--- src/verilog/admrs_pkg.sv ---
// Constants and carrier types for the converter channel and reference select block.
package admrs_pkg;

  // ==========================================================================
  // Register map: the printed register offset is an index, the byte address is four times it.
  localparam logic [7:0] CRR_INDEX = 8'h07;
  localparam logic [7:0] CRR_ADDR = {CRR_INDEX[5:0], 2'b00};
  localparam logic [7:0] CTLB_ADDR = 8'h20;
  localparam logic [7:0] CONV_ADDR = 8'h24;
  localparam logic [7:0] RES_ADDR = 8'h28;

  // ==========================================================================
  // Field positions.
  localparam int CRR_REF_HI = 7;
  localparam int CRR_REF_LO = 6;
  localparam int CRR_JUST_BIT = 5;
  localparam int CRR_CHAN_HI = 4;
  localparam int CTLB_CHAN_X_BIT = 0;
  localparam int CTLB_REF_X_BIT = 1;
  localparam int CONV_START_BIT = 0;
  localparam int CONV_DONE_BIT = 1;
  localparam int STAT_BUSY_BIT = 0;
  localparam int STAT_DONE_BIT = 1;
  localparam int STAT_LONG_BIT = 2;
  localparam int STAT_REF_LO = 4;
  localparam int STAT_CHAN_LO = 8;

  // ==========================================================================
  // Reset values.
  localparam logic [7:0] CRR_RESET = 8'h00;
  localparam logic [1:0] CTLB_RESET = 2'h0;

  // ==========================================================================
  // Timing and channel codes.
  localparam int RES_W = 10;
  localparam int NORMAL_CONV_CYCLES = 13;
  localparam int EXTENDED_CONV_CYCLES = 25;
  localparam logic [5:0] LAST_SE_CHAN = 6'h0A;
  localparam logic [5:0] TEMP_CHAN = 6'h0B;
  localparam logic [3:0] TEMP_INPUT = 4'hB;

  // ==========================================================================
  // Carrier types.
  typedef enum logic [1:0] {GAIN_1X, GAIN_8X, GAIN_20X, GAIN_32X} admrs_gain_t;

  typedef struct packed {
    logic supply;
    logic ext_pin;
    logic int_1v1;
    logic int_2v56;
    logic bypass_cap;
  } admrs_ref_t;

  typedef struct packed {
    logic single_ended;
    logic differential;
    logic temp_en;
    logic [3:0] pos;
    logic [3:0] neg;
    admrs_gain_t gain;
  } admrs_route_t;

endpackage : admrs_pkg

--- src/verilog/admrs_top.sv ---
// Channel, reference and result-justify select logic of the converter, with an AHB-Lite register slave.
`timescale 1ns/1ps

// Operation
// - Reference code low bits 00 pick the supply cut off from the reference pin, 01 pick the reference pin with the internal reference off, whatever the extra bit.
// - Extra bit 0 with bits 10 picks the internal 1.1 V reference, and 0 with 11 is reserved for software.
// - Extra bit 1 with bits 10 picks the internal 2.56 V reference cut off from the pin, and with 11 the same reference with its bypass capacitor on the pin.
// - A reference write during a conversion takes effect only once that conversion ends and its done flag sets.
// - After any change of the reference bits the next conversion lasts 25 converter clock cycles.
// - Result justify 1 shows the result left aligned in the result word, 0 shows it right aligned.
// - Writing the justify bit realigns the visible result at once, even during a conversion.
// - The five channel bits and the extra channel bit of control register B form one six-bit code choosing inputs and gain.
// - Some channel codes route one pin to both differential inputs for offset measurement.
// - Single-ended channel eleven enables the temperature sensor and routes it to the converter.
// - A channel write during a conversion takes effect only once that conversion ends and its done flag sets.

module admrs_top #(
  parameter int NORMAL_CYCLES = admrs_pkg::NORMAL_CONV_CYCLES,
  parameter int EXTENDED_CYCLES = admrs_pkg::EXTENDED_CONV_CYCLES
) (
  // Clock and reset.
  input wire logic clk_i,
  input wire logic reset_i,
  // AHB-Lite slave.
  input wire logic hsel_i,
  input wire logic [31:0] haddr_i,
  input wire logic [1:0] htrans_i,
  input wire logic hwrite_i,
  input wire logic [2:0] hsize_i,
  input wire logic [31:0] hwdata_i,
  input wire logic hready_i,
  output logic [31:0] hrdata_o,
  output logic hreadyout_o,
  output logic hresp_o,
  // Analog front end.
  input wire logic [admrs_pkg::RES_W-1:0] conv_result_i,
  output admrs_pkg::admrs_ref_t ref_sel_o,
  output admrs_pkg::admrs_route_t route_o,
  output logic converting_o
);

  localparam int CW = $clog2(EXTENDED_CYCLES + 1);
  localparam logic [CW-1:0] NORMAL_LOAD = CW'(NORMAL_CYCLES - 1);
  localparam logic [CW-1:0] EXTENDED_LOAD = CW'(EXTENDED_CYCLES - 1);

  // A conversion must last at least two cycles and the extended one must not be shorter.
  if (NORMAL_CYCLES < 2 || EXTENDED_CYCLES < NORMAL_CYCLES) begin : g_bad_cycles
    $error("admrs_top: conversion cycle counts out of range");
  end

  // ==========================================================================
  // Decoding functions.

  function automatic admrs_pkg::admrs_ref_t decode_ref(input logic [2:0] code);
    admrs_pkg::admrs_ref_t r;
    r = '0;
    case (code[1:0])
      2'b00: r.supply = 1'b1;
      2'b01: r.ext_pin = 1'b1;
      2'b10: begin
        if (code[2]) begin
          r.int_2v56 = 1'b1;
        end else begin
          r.int_1v1 = 1'b1;
        end
      end
      default: begin
        if (code[2]) begin
          r.int_2v56 = 1'b1;
          r.bypass_cap = 1'b1;
        end else begin
          // Reserved code: fall back to the supply so the converter never floats.
          r.supply = 1'b1;
        end
      end
    endcase
    return r;
  endfunction : decode_ref

  function automatic admrs_pkg::admrs_route_t decode_route(input logic [5:0] code);
    admrs_pkg::admrs_route_t r;
    r = '0;
    r.gain = admrs_pkg::GAIN_1X;
    if (code <= admrs_pkg::LAST_SE_CHAN) begin
      r.single_ended = 1'b1;
      r.pos = code[3:0];
    end else if (code == admrs_pkg::TEMP_CHAN) begin
      r.single_ended = 1'b1;
      r.temp_en = 1'b1;
      r.pos = admrs_pkg::TEMP_INPUT;
    end else begin
      r.differential = 1'b1;
      r.pos = {1'b0, code[2:0]};
      // The top code bit shorts both inputs to one pin so the stage reads its own offset.
      r.neg = code[5] ? {1'b0, code[2:0]} : {1'b0, 3'(code[2:0] + 3'h1)};
      r.gain = admrs_pkg::admrs_gain_t'(code[4:3]);
    end
    return r;
  endfunction : decode_route

  // ==========================================================================
  // Bus address phase capture.

  logic dp_valid_r;
  logic dp_write_r;
  logic [7:0] dp_addr_r;
  logic addr_phase;

  assign addr_phase = hsel_i && htrans_i[1] && hready_i;

  always_ff @(posedge clk_i or posedge reset_i) begin
    if (reset_i) begin
      dp_valid_r <= 1'b0;
      dp_write_r <= 1'b0;
      dp_addr_r <= 8'h00;
    end else begin
      dp_valid_r <= addr_phase;
      dp_write_r <= hwrite_i;
      dp_addr_r <= haddr_i[7:0];
    end
  end

  logic wr_crr;
  logic wr_ctlb;
  logic wr_conv;

  always_comb begin
    wr_crr = 1'b0;
    wr_ctlb = 1'b0;
    wr_conv = 1'b0;
    if (!(dp_valid_r && dp_write_r)) begin
      wr_crr = 1'b0;
    end else if (dp_addr_r == admrs_pkg::CRR_ADDR) begin
      wr_crr = 1'b1;
    end else if (dp_addr_r == admrs_pkg::CTLB_ADDR) begin
      wr_ctlb = 1'b1;
    end else if (dp_addr_r == admrs_pkg::CONV_ADDR) begin
      wr_conv = 1'b1;
    end
  end

  // ==========================================================================
  // Software-visible select registers.

  logic [7:0] crr_r;
  logic [1:0] ctlb_r;
  logic [2:0] ref_code;
  logic [2:0] ref_code_nxt;
  logic [5:0] chan_code;

  assign ref_code = {ctlb_r[admrs_pkg::CTLB_REF_X_BIT], crr_r[admrs_pkg::CRR_REF_HI:admrs_pkg::CRR_REF_LO]};
  assign chan_code = {ctlb_r[admrs_pkg::CTLB_CHAN_X_BIT], crr_r[admrs_pkg::CRR_CHAN_HI:0]};

  always_comb begin
    ref_code_nxt = ref_code;
    if (wr_crr) begin
      ref_code_nxt[1:0] = hwdata_i[admrs_pkg::CRR_REF_HI:admrs_pkg::CRR_REF_LO];
    end
    if (wr_ctlb) begin
      ref_code_nxt[2] = hwdata_i[admrs_pkg::CTLB_REF_X_BIT];
    end
  end

  always_ff @(posedge clk_i or posedge reset_i) begin
    if (reset_i) begin
      crr_r <= admrs_pkg::CRR_RESET;
      ctlb_r <= admrs_pkg::CTLB_RESET;
    end else begin
      if (wr_crr) begin
        crr_r <= hwdata_i[7:0];
      end
      if (wr_ctlb) begin
        ctlb_r <= hwdata_i[1:0];
      end
    end
  end

  // ==========================================================================
  // Conversion sequencing.

  logic busy_r;
  logic done_r;
  logic long_pending_r;
  logic [CW-1:0] cnt_r;
  logic [admrs_pkg::RES_W-1:0] result_r;
  logic start;
  logic finish;

  assign start = wr_conv && hwdata_i[admrs_pkg::CONV_START_BIT] && !busy_r;
  assign finish = busy_r && (cnt_r == '0);

  // A start while busy is dropped; software polls the busy bit instead.
  always_ff @(posedge clk_i or posedge reset_i) begin
    if (reset_i) begin
      busy_r <= 1'b0;
      cnt_r <= '0;
    end else if (start) begin
      busy_r <= 1'b1;
      cnt_r <= long_pending_r ? EXTENDED_LOAD : NORMAL_LOAD;
    end else if (finish) begin
      busy_r <= 1'b0;
    end else if (busy_r) begin
      cnt_r <= cnt_r - 1'b1;
    end
  end

  // Any write that alters the reference code stretches the next conversion.
  always_ff @(posedge clk_i or posedge reset_i) begin
    if (reset_i) begin
      long_pending_r <= 1'b0;
    end else if (ref_code_nxt != ref_code) begin
      long_pending_r <= 1'b1;
    end else if (start) begin
      long_pending_r <= 1'b0;
    end
  end

  // The done flag is cleared by writing one; a finish in the same cycle wins.
  always_ff @(posedge clk_i or posedge reset_i) begin
    if (reset_i) begin
      done_r <= 1'b0;
    end else if (finish) begin
      done_r <= 1'b1;
    end else if (wr_conv && hwdata_i[admrs_pkg::CONV_DONE_BIT]) begin
      done_r <= 1'b0;
    end
  end

  always_ff @(posedge clk_i or posedge reset_i) begin
    if (reset_i) begin
      result_r <= '0;
    end else if (finish) begin
      result_r <= conv_result_i;
    end
  end

  // ==========================================================================
  // Active selection, frozen while a conversion runs.

  logic [2:0] act_ref_r;
  logic [5:0] act_chan_r;

  always_ff @(posedge clk_i or posedge reset_i) begin
    if (reset_i) begin
      act_ref_r <= 3'h0;
      act_chan_r <= 6'h00;
    end else if (!busy_r) begin
      act_ref_r <= ref_code;
      act_chan_r <= chan_code;
    end
  end

  always_ff @(posedge clk_i or posedge reset_i) begin
    if (reset_i) begin
      ref_sel_o <= '0;
      route_o <= '0;
      converting_o <= 1'b0;
    end else begin
      ref_sel_o <= decode_ref(act_ref_r);
      route_o <= decode_route(act_chan_r);
      converting_o <= busy_r;
    end
  end

  // ==========================================================================
  // Read data, computed in the address phase so it is ready for the data phase.

  logic [15:0] result_view;
  logic [31:0] rd_nxt;
  logic [7:0] ra;

  // Alignment is applied on the read path so a justify write shows up at once.
  assign result_view = crr_r[admrs_pkg::CRR_JUST_BIT] ?
                       {result_r, 6'h00} : {6'h00, result_r};
  assign ra = haddr_i[7:0];

  always_comb begin
    rd_nxt = 32'h0000_0000;
    if (!addr_phase || hwrite_i) begin
      rd_nxt = 32'h0000_0000;
    end else if (ra == admrs_pkg::CRR_ADDR) begin
      rd_nxt[7:0] = crr_r;
    end else if (ra == admrs_pkg::CTLB_ADDR) begin
      rd_nxt[1:0] = ctlb_r;
    end else if (ra == admrs_pkg::CONV_ADDR) begin
      rd_nxt[admrs_pkg::STAT_BUSY_BIT] = busy_r;
      rd_nxt[admrs_pkg::STAT_DONE_BIT] = done_r;
      rd_nxt[admrs_pkg::STAT_LONG_BIT] = long_pending_r;
      rd_nxt[admrs_pkg::STAT_REF_LO +: 3] = act_ref_r;
      rd_nxt[admrs_pkg::STAT_CHAN_LO +: 6] = act_chan_r;
    end else if (ra == admrs_pkg::RES_ADDR) begin
      rd_nxt[15:0] = result_view;
    end
  end

  // The slave never inserts wait states and always answers OKAY.
  always_ff @(posedge clk_i or posedge reset_i) begin
    if (reset_i) begin
      hrdata_o <= 32'h0000_0000;
      hreadyout_o <= 1'b1;
      hresp_o <= 1'b0;
    end else begin
      hrdata_o <= rd_nxt;
      hreadyout_o <= 1'b1;
      hresp_o <= 1'b0;
    end
  end

endmodule : admrs_top

--- config.mk ---
export PLATFORM = sky130hd
export DESIGN_NAME = admrs_top
export DESIGN_NICKNAME = d
export VERILOG_FILES = /design/src/verilog/admrs_pkg.sv /design/src/verilog/admrs_top.sv
export SDC_FILE = /design/constraint.sdc
export NUM_CORES = 1
export LEC_CHECK = 0
export BUFFER_PORTS_ARGS = -buffer_cell sky130_fd_sc_hd__buf_2
export CAP_MARGIN = 30
export CORE_MARGIN = 1.5
export CORE_UTILIZATION = 48
export DETAILED_ROUTE_END_ITERATION = 12
export MAX_ROUTING_LAYER = met4
export PLACE_DENSITY = 0.82
export SYNTH_ARGS = -nofsm -noshare
export SYNTH_HDL_FRONTEND = slang
export SYNTH_SLANG_ARGS = --single-unit
export TNS_END_PERCENT = 100
--- constraint.sdc ---
create_clock -name clk_i -period 2.8 [get_ports clk_i]
set_clock_uncertainty 0.1 [all_clocks]
set_input_delay 0.42 -clock clk_i [delete_from_list [all_inputs] [get_ports clk_i]]
set_output_delay 0.42 -clock clk_i [all_outputs]
set_load 0.1 [all_outputs]
After elaboration in Yosys (flattened, before gate mapping)
Cells that the tools add are included.
{"block": "totals", "regBits": 82, "word_cells": 111, "input_bits": 84, "out_inout_bits": 53}
{"block": "classes", "n_mux": 51, "eq_ne": 12, "n_addsub": 2, "reduce_logical": 20, "order_cmp": 1}
{"op": "16-bit 2-to-1 mux", "n": 3}
{"op": "8-bit by 6-bit equality test with 1-bit output (second input constant)", "n": 5}
{"op": "1-bit 2-to-1 mux", "n": 26}
{"op": "5-bit 2-to-1 mux", "n": 5}
{"op": "8-bit by 5-bit equality test with 1-bit output (second input constant)", "n": 2}
{"op": "8-bit 2-to-1 mux", "n": 2}
{"op": "14-bit 2-to-1 mux", "n": 1}
{"op": "6-bit 2-to-1 mux", "n": 2}
{"op": "2-bit 2-to-1 mux", "n": 5}
{"op": "3-bit 2-to-1 mux", "n": 3}
{"op": "4-bit 2-to-1 mux", "n": 2}
{"op": "2-bit nonzero test", "n": 4}
{"op": "1-bit logical AND", "n": 7}
{"op": "6-bit by 4-bit equality test with 1-bit output (second input constant)", "n": 1}
{"op": "6-bit by 4-bit <= comparator with 1-bit output (second input constant)", "n": 1}
{"op": "5-bit logical NOT", "n": 1}
{"op": "5-bit by 1-bit subtractor with 5-bit output (second input constant)", "n": 1}
{"op": "1-bit one-hot mux with 2 select lines", "n": 2}
{"op": "2-bit OR reduction", "n": 2}
{"op": "3-bit by 1-bit adder with 3-bit output (second input constant)", "n": 1}
{"op": "3-bit != test", "n": 1}
{"op": "3-bit OR reduction", "n": 1}
{"op": "2-bit by 1-bit equality test with 1-bit output (second input constant)", "n": 1}
{"op": "2-bit equality test (second input constant)", "n": 1}
{"op": "other kinds (5)", "n": 6}

Logic depth before layout (Yosys ltp)
{"block": "depth", "word_depth": 9, "ltp_mapped": 7, "mapped_depth_nobuf": 6}

Worst setup path before layout
OpenSTA, ideal clock, no wires.
{"block": "synth_timing", "kind": "reg-to-reg", "start": "register cnt_r[0]", "end": "register result_r[0] in the netlist's numbering", "required_ns": 2.575, "stages_incl_launch_ff": 8, "period_less_slack_ns": 1.943, "setup_slack_ns": 0.857, "setup_ns": 0.125, "n_path_buf": 1, "arrival_ns": 1.719, "cell_sequence": "dfrtp_1 > inv_1 > ha_1 > or3b_2 > nor2_1 > nand2_1 > clkbuf_1 > mux2_2"}
{"block": "synth_between", "elab_chain_len": 2}
{"item": "start, declared", "line_no": "admrs_top.sv:184", "text": "logic [CW-1:0] cnt_r;"}
{"item": "start signal, assigned", "line_no": "admrs_top.sv:199", "text": "cnt_r <= long_pending_r ? EXTENDED_LOAD : NORMAL_LOAD;"}
{"item": "start signal, assigned", "line_no": "admrs_top.sv:203", "text": "cnt_r <= cnt_r - 1'b1;"}
{"item": "5-bit logical NOT", "line_no": "admrs_top.sv:190", "text": "assign finish = busy_r && (cnt_r == '0);"}
{"item": "1-bit logical AND", "line_no": "admrs_top.sv:190"}
{"item": "end signal, assigned", "line_no": "admrs_top.sv:233", "text": "result_r <= conv_result_i;"}
{"item": "end, declared", "line_no": "admrs_top.sv:185", "text": "logic [admrs_pkg::RES_W-1:0] result_r;"}
Every way passes these cells.
A chain may end at the register's enable or synchronous reset.

Final worst setup path
{"block": "layout_timing", "start": "register cnt_r[0]", "end": "register result_r[2] in the netlist's numbering"}
The elaborated chain is that of the path after synthesis.

==> impl_metrics.py <==
metrics = {
    "outcome": {
        "status": "finished, final reports clean",
    },
    "setup_path": {
        "arrival_ns": 2.36,
        "path_cells": "inv_1, ha_1, or3b_2, nor2_1, nand2_1, mux2_2",
        "startpoint_type": "register",
        "crit_buf_inv": 1,
        "slowest_stage": "or3b_2",
        "path_max_fanout": 11,
        "required_ns": 2.94,
        "setup.worst_path.class": "reg -> reg",
        "end_kind": "register",
        "max_stage_delay_ns": 0.51,
        "critPathTopFamily": "simple AND/OR/NAND/NOR gates",
    },
    "synthesis": {
        "synth_seq_cells": 81,
        "synth_ff_type": "dfrtp_1",
        "synth_cell_types": 46,
        "synthTopCellsByArea": "dfrtp_1, mux2_2, buf_4",
        "yosysTopAreaCellShare_pct": 58.2,
        "syn_area_sq_um": 3480,
        "synth_edf_count": 0,
        "yosysWarnings": 0,
        "ys_async_sr_fraction_pct": 100,
        "yosysTopAreaCell": "dfrtp_1",
        "netlist_instances": 276,
        "yosysSeqAreaShare_pct": 58.2,
        "syn_avg_cell_area_sq_um": 12.6,
    },
    "layout": {
        "fin_util_pct": 58.8,
        "layout_commonest_cell": "dfrtp_1",
        "nets": 431,
        "layout_common_cells": "dfrtp_1, buf_2, mux2_2, conb_1, nor2_1",
        "fillers": 599,
        "drive_gt1_share_pct": 35.0,
        "n_antenna_cell": 0,
        "syn_to_final_growth_pct": 16.5,
    },
    "detailed_routing": {
        "vias_per_cell": 5.15,
        "drc": 0,
        "routedWlPerCell_microns": 15.7,
        "drtAntennaViolNets": 0,
        "wl_microns": 6970,
        "vias": 2293,
        "dr.pass1.iters": 4,
        "drt_iter0_drc": 118,
    },
    "power_and_ir_drop": {
        "ir_drop_mv": 0.318,
        "power.density_nw_per_um2": 597,
        "p_leak_uw": 0.00205,
    },
    "die": {
        "core_sq_um": 6910,
        "initial_core_util_pct": 50.4,
        "dieHeight_microns": 88.2,
        "row_count": 30,
        "die_w_microns": 88.2,
        "io_pins": 137,
        "design.die.area_sq_um": 7780,
    },
    "sta": {
        "hold_viol": 0,
        "setup_viol": 0,
        "relSlewSlack_pct": 52.7,
        "drv_slew": 0,
        "worstMarginPinSlew_ns": 0.709,
        "rsz0062_at_grt": "no",
        "fin_setup_tns_ns": 0,
        "min_period_ns": 2.21,
        "period_share_pct": 79.1,
        "fmax_mhz": 452,
    },
    "clocking": {
        "ctsHoldBuffers": 0,
        "clkSlewWorstSetupHoldPaths_ns": 0.08,
        "htree_levels": 3,
        "clockRootBuffer": "clkbuf_8",
        "post-cts-setup-buffers": 0,
        "cts_tree": "done",
        "cts_buffers": 9,
        "clock_path_buffers": 2,
        "clkSinkCount": 81,
        "clock_latency_ns": 0.35,
        "cts_resized": 0,
    },
    "placement": {
        "place_congestion": 0.827,
        "port_buffers": 65,
        "place_hpwl_microns": 4780,
    },
    "grt": {
        "grt_max_degree": 37,
        "grt_pass1_vias": 2228,
        "antenna_found_initial": 0,
        "grt_overflow": 0,
        "grt_pass1_wl_microns": 11100,
        "grtUsageTotal_pct": 20.7,
    },
    "hold_path": {
        "hp-class": "in -> async",
    },
    "run": {
        "drv_cap": 0,
    },
}
## cells in the mapped netlist, types with 2 or more instances
| cell type | count |
|---|---|
| nor3_1 | 3 |
| mux2i_1 | 6 |
| a22oi_1 | 4 |
| buf_4 | 19 |
| nand2b_1 | 4 |
| xnor2_1 | 2 |
| o21ai_0 | 7 |
| nor3b_1 | 2 |
| a22o_1 | 9 |
| conb_1 | 2 |
| nand3_1 | 5 |
| xor2_1 | 4 |
| nor2_1 | 18 |
| inv_1 | 10 |
| or4_1 | 2 |
| nand2_1 | 7 |
| ha_1 | 3 |
| nor2b_1 | 6 |
| nor4b_1 | 2 |
| mux2_2 | 30 |
| a21oi_1 | 8 |
| clkbuf_1 | 8 |
| and4b_1 | 2 |
| nor4_4 | 2 |
| nor4_1 | 4 |
| nand3b_1 | 4 |
| dfrtp_1 | 81 |
| and3_1 | 4 |
## registers in the layout, summed over array words and instances, names as in the netlist, 3 cells and up
| signal | cells |
|---|---|
| hrdata_o | 16 |
| route_o | 12 |
| result_r | 10 |
| crr_r | 8 |
| dp_addr_r | 8 |
| act_chan_r | 6 |
| cnt_r | 5 |
| ref_sel_o | 5 |
| act_ref_r | 3 |
## routing by layer
layer	vias to the layer above	GRT usage, %	wire (microns)
li1	1072	-	-
met4	0	10.2	187
met5	-	-	0
met2	74	31.0	3340
met1	1127	26.4	3110
met3	20	4.81	335
## cells by family after synthesis
| group | count (synthesis) | synth area share (%) |
|---|---|---|
| fa+ha+maj | 3 | 1.08 |
| simple gates | 74 | 13.5 |
| other cells | 2 | 0.216 |
| buf+inv | 38 | 6.97 |
| compound gates | 36 | 7.08 |
| mux | 36 | 11.4 |
| flops | 81 | 58.2 |
| xor+xnor | 6 | 1.51 |
## through the flow
step / power, uW / hold WS (ns) / std cells / cell area [sq um] / setup WS (ns)
6_report: 2420 / 0.0596 / 445 / 4060 / 0.585
5_1_grt: 2520 / 0.0908 / 445 / 4060 / 0.484
4_1_cts: 2450 / 0.0652 / 445 / 4060 / 0.571
3_5_place_dp: 1450 / 0.392 / 429 / 3820 / 0.584
3_3_place_gp: 1450 / 0.378 / 429 / 3820 / 0.615
2_1_floorplan: 1420 / 0.254 / 293 / 3550 / 0.200
## power by group
group	internal (uW)	switching (uW)	total (uW)
registers	1190	16.7	1200
logic	41.6	181	223
clock network	593	403	996
## final timing paths
check,start,to,slack (ns),cells past startpoint
hold / removal,reset_i,ref_sel_o[3],0.06,2
hold reg to reg,act_chan_r[4],route_o[1],0.43,0
setup / recovery,cnt_r[0],result_r[2],0.59,6
setup reg to reg,cnt_r[0],result_r[2],0.59,6
max in group asynchronous,reset_i,result_r[6],1.87,3
min in group clk_i,haddr_i[6],dp_addr_r[6],0.10,1
## cell type report
| type | count | area, sq um | area share [%] |
|---|---|---|---|
| clock buffer | 11 | 131 | 3.24 |
| timing repair buffer | 68 | 360 | 8.88 |
| sequential | 81 | 2030 | 50.0 |
| tap | 96 | 120 | 2.96 |
| clock inverter | 5 | 104 | 2.56 |
| multi-input combinational | 174 | 1280 | 31.5 |
| inverter | 10 | 37.5 | 0.925 |
Note: power is estimated with default switching activity, not from simulation.
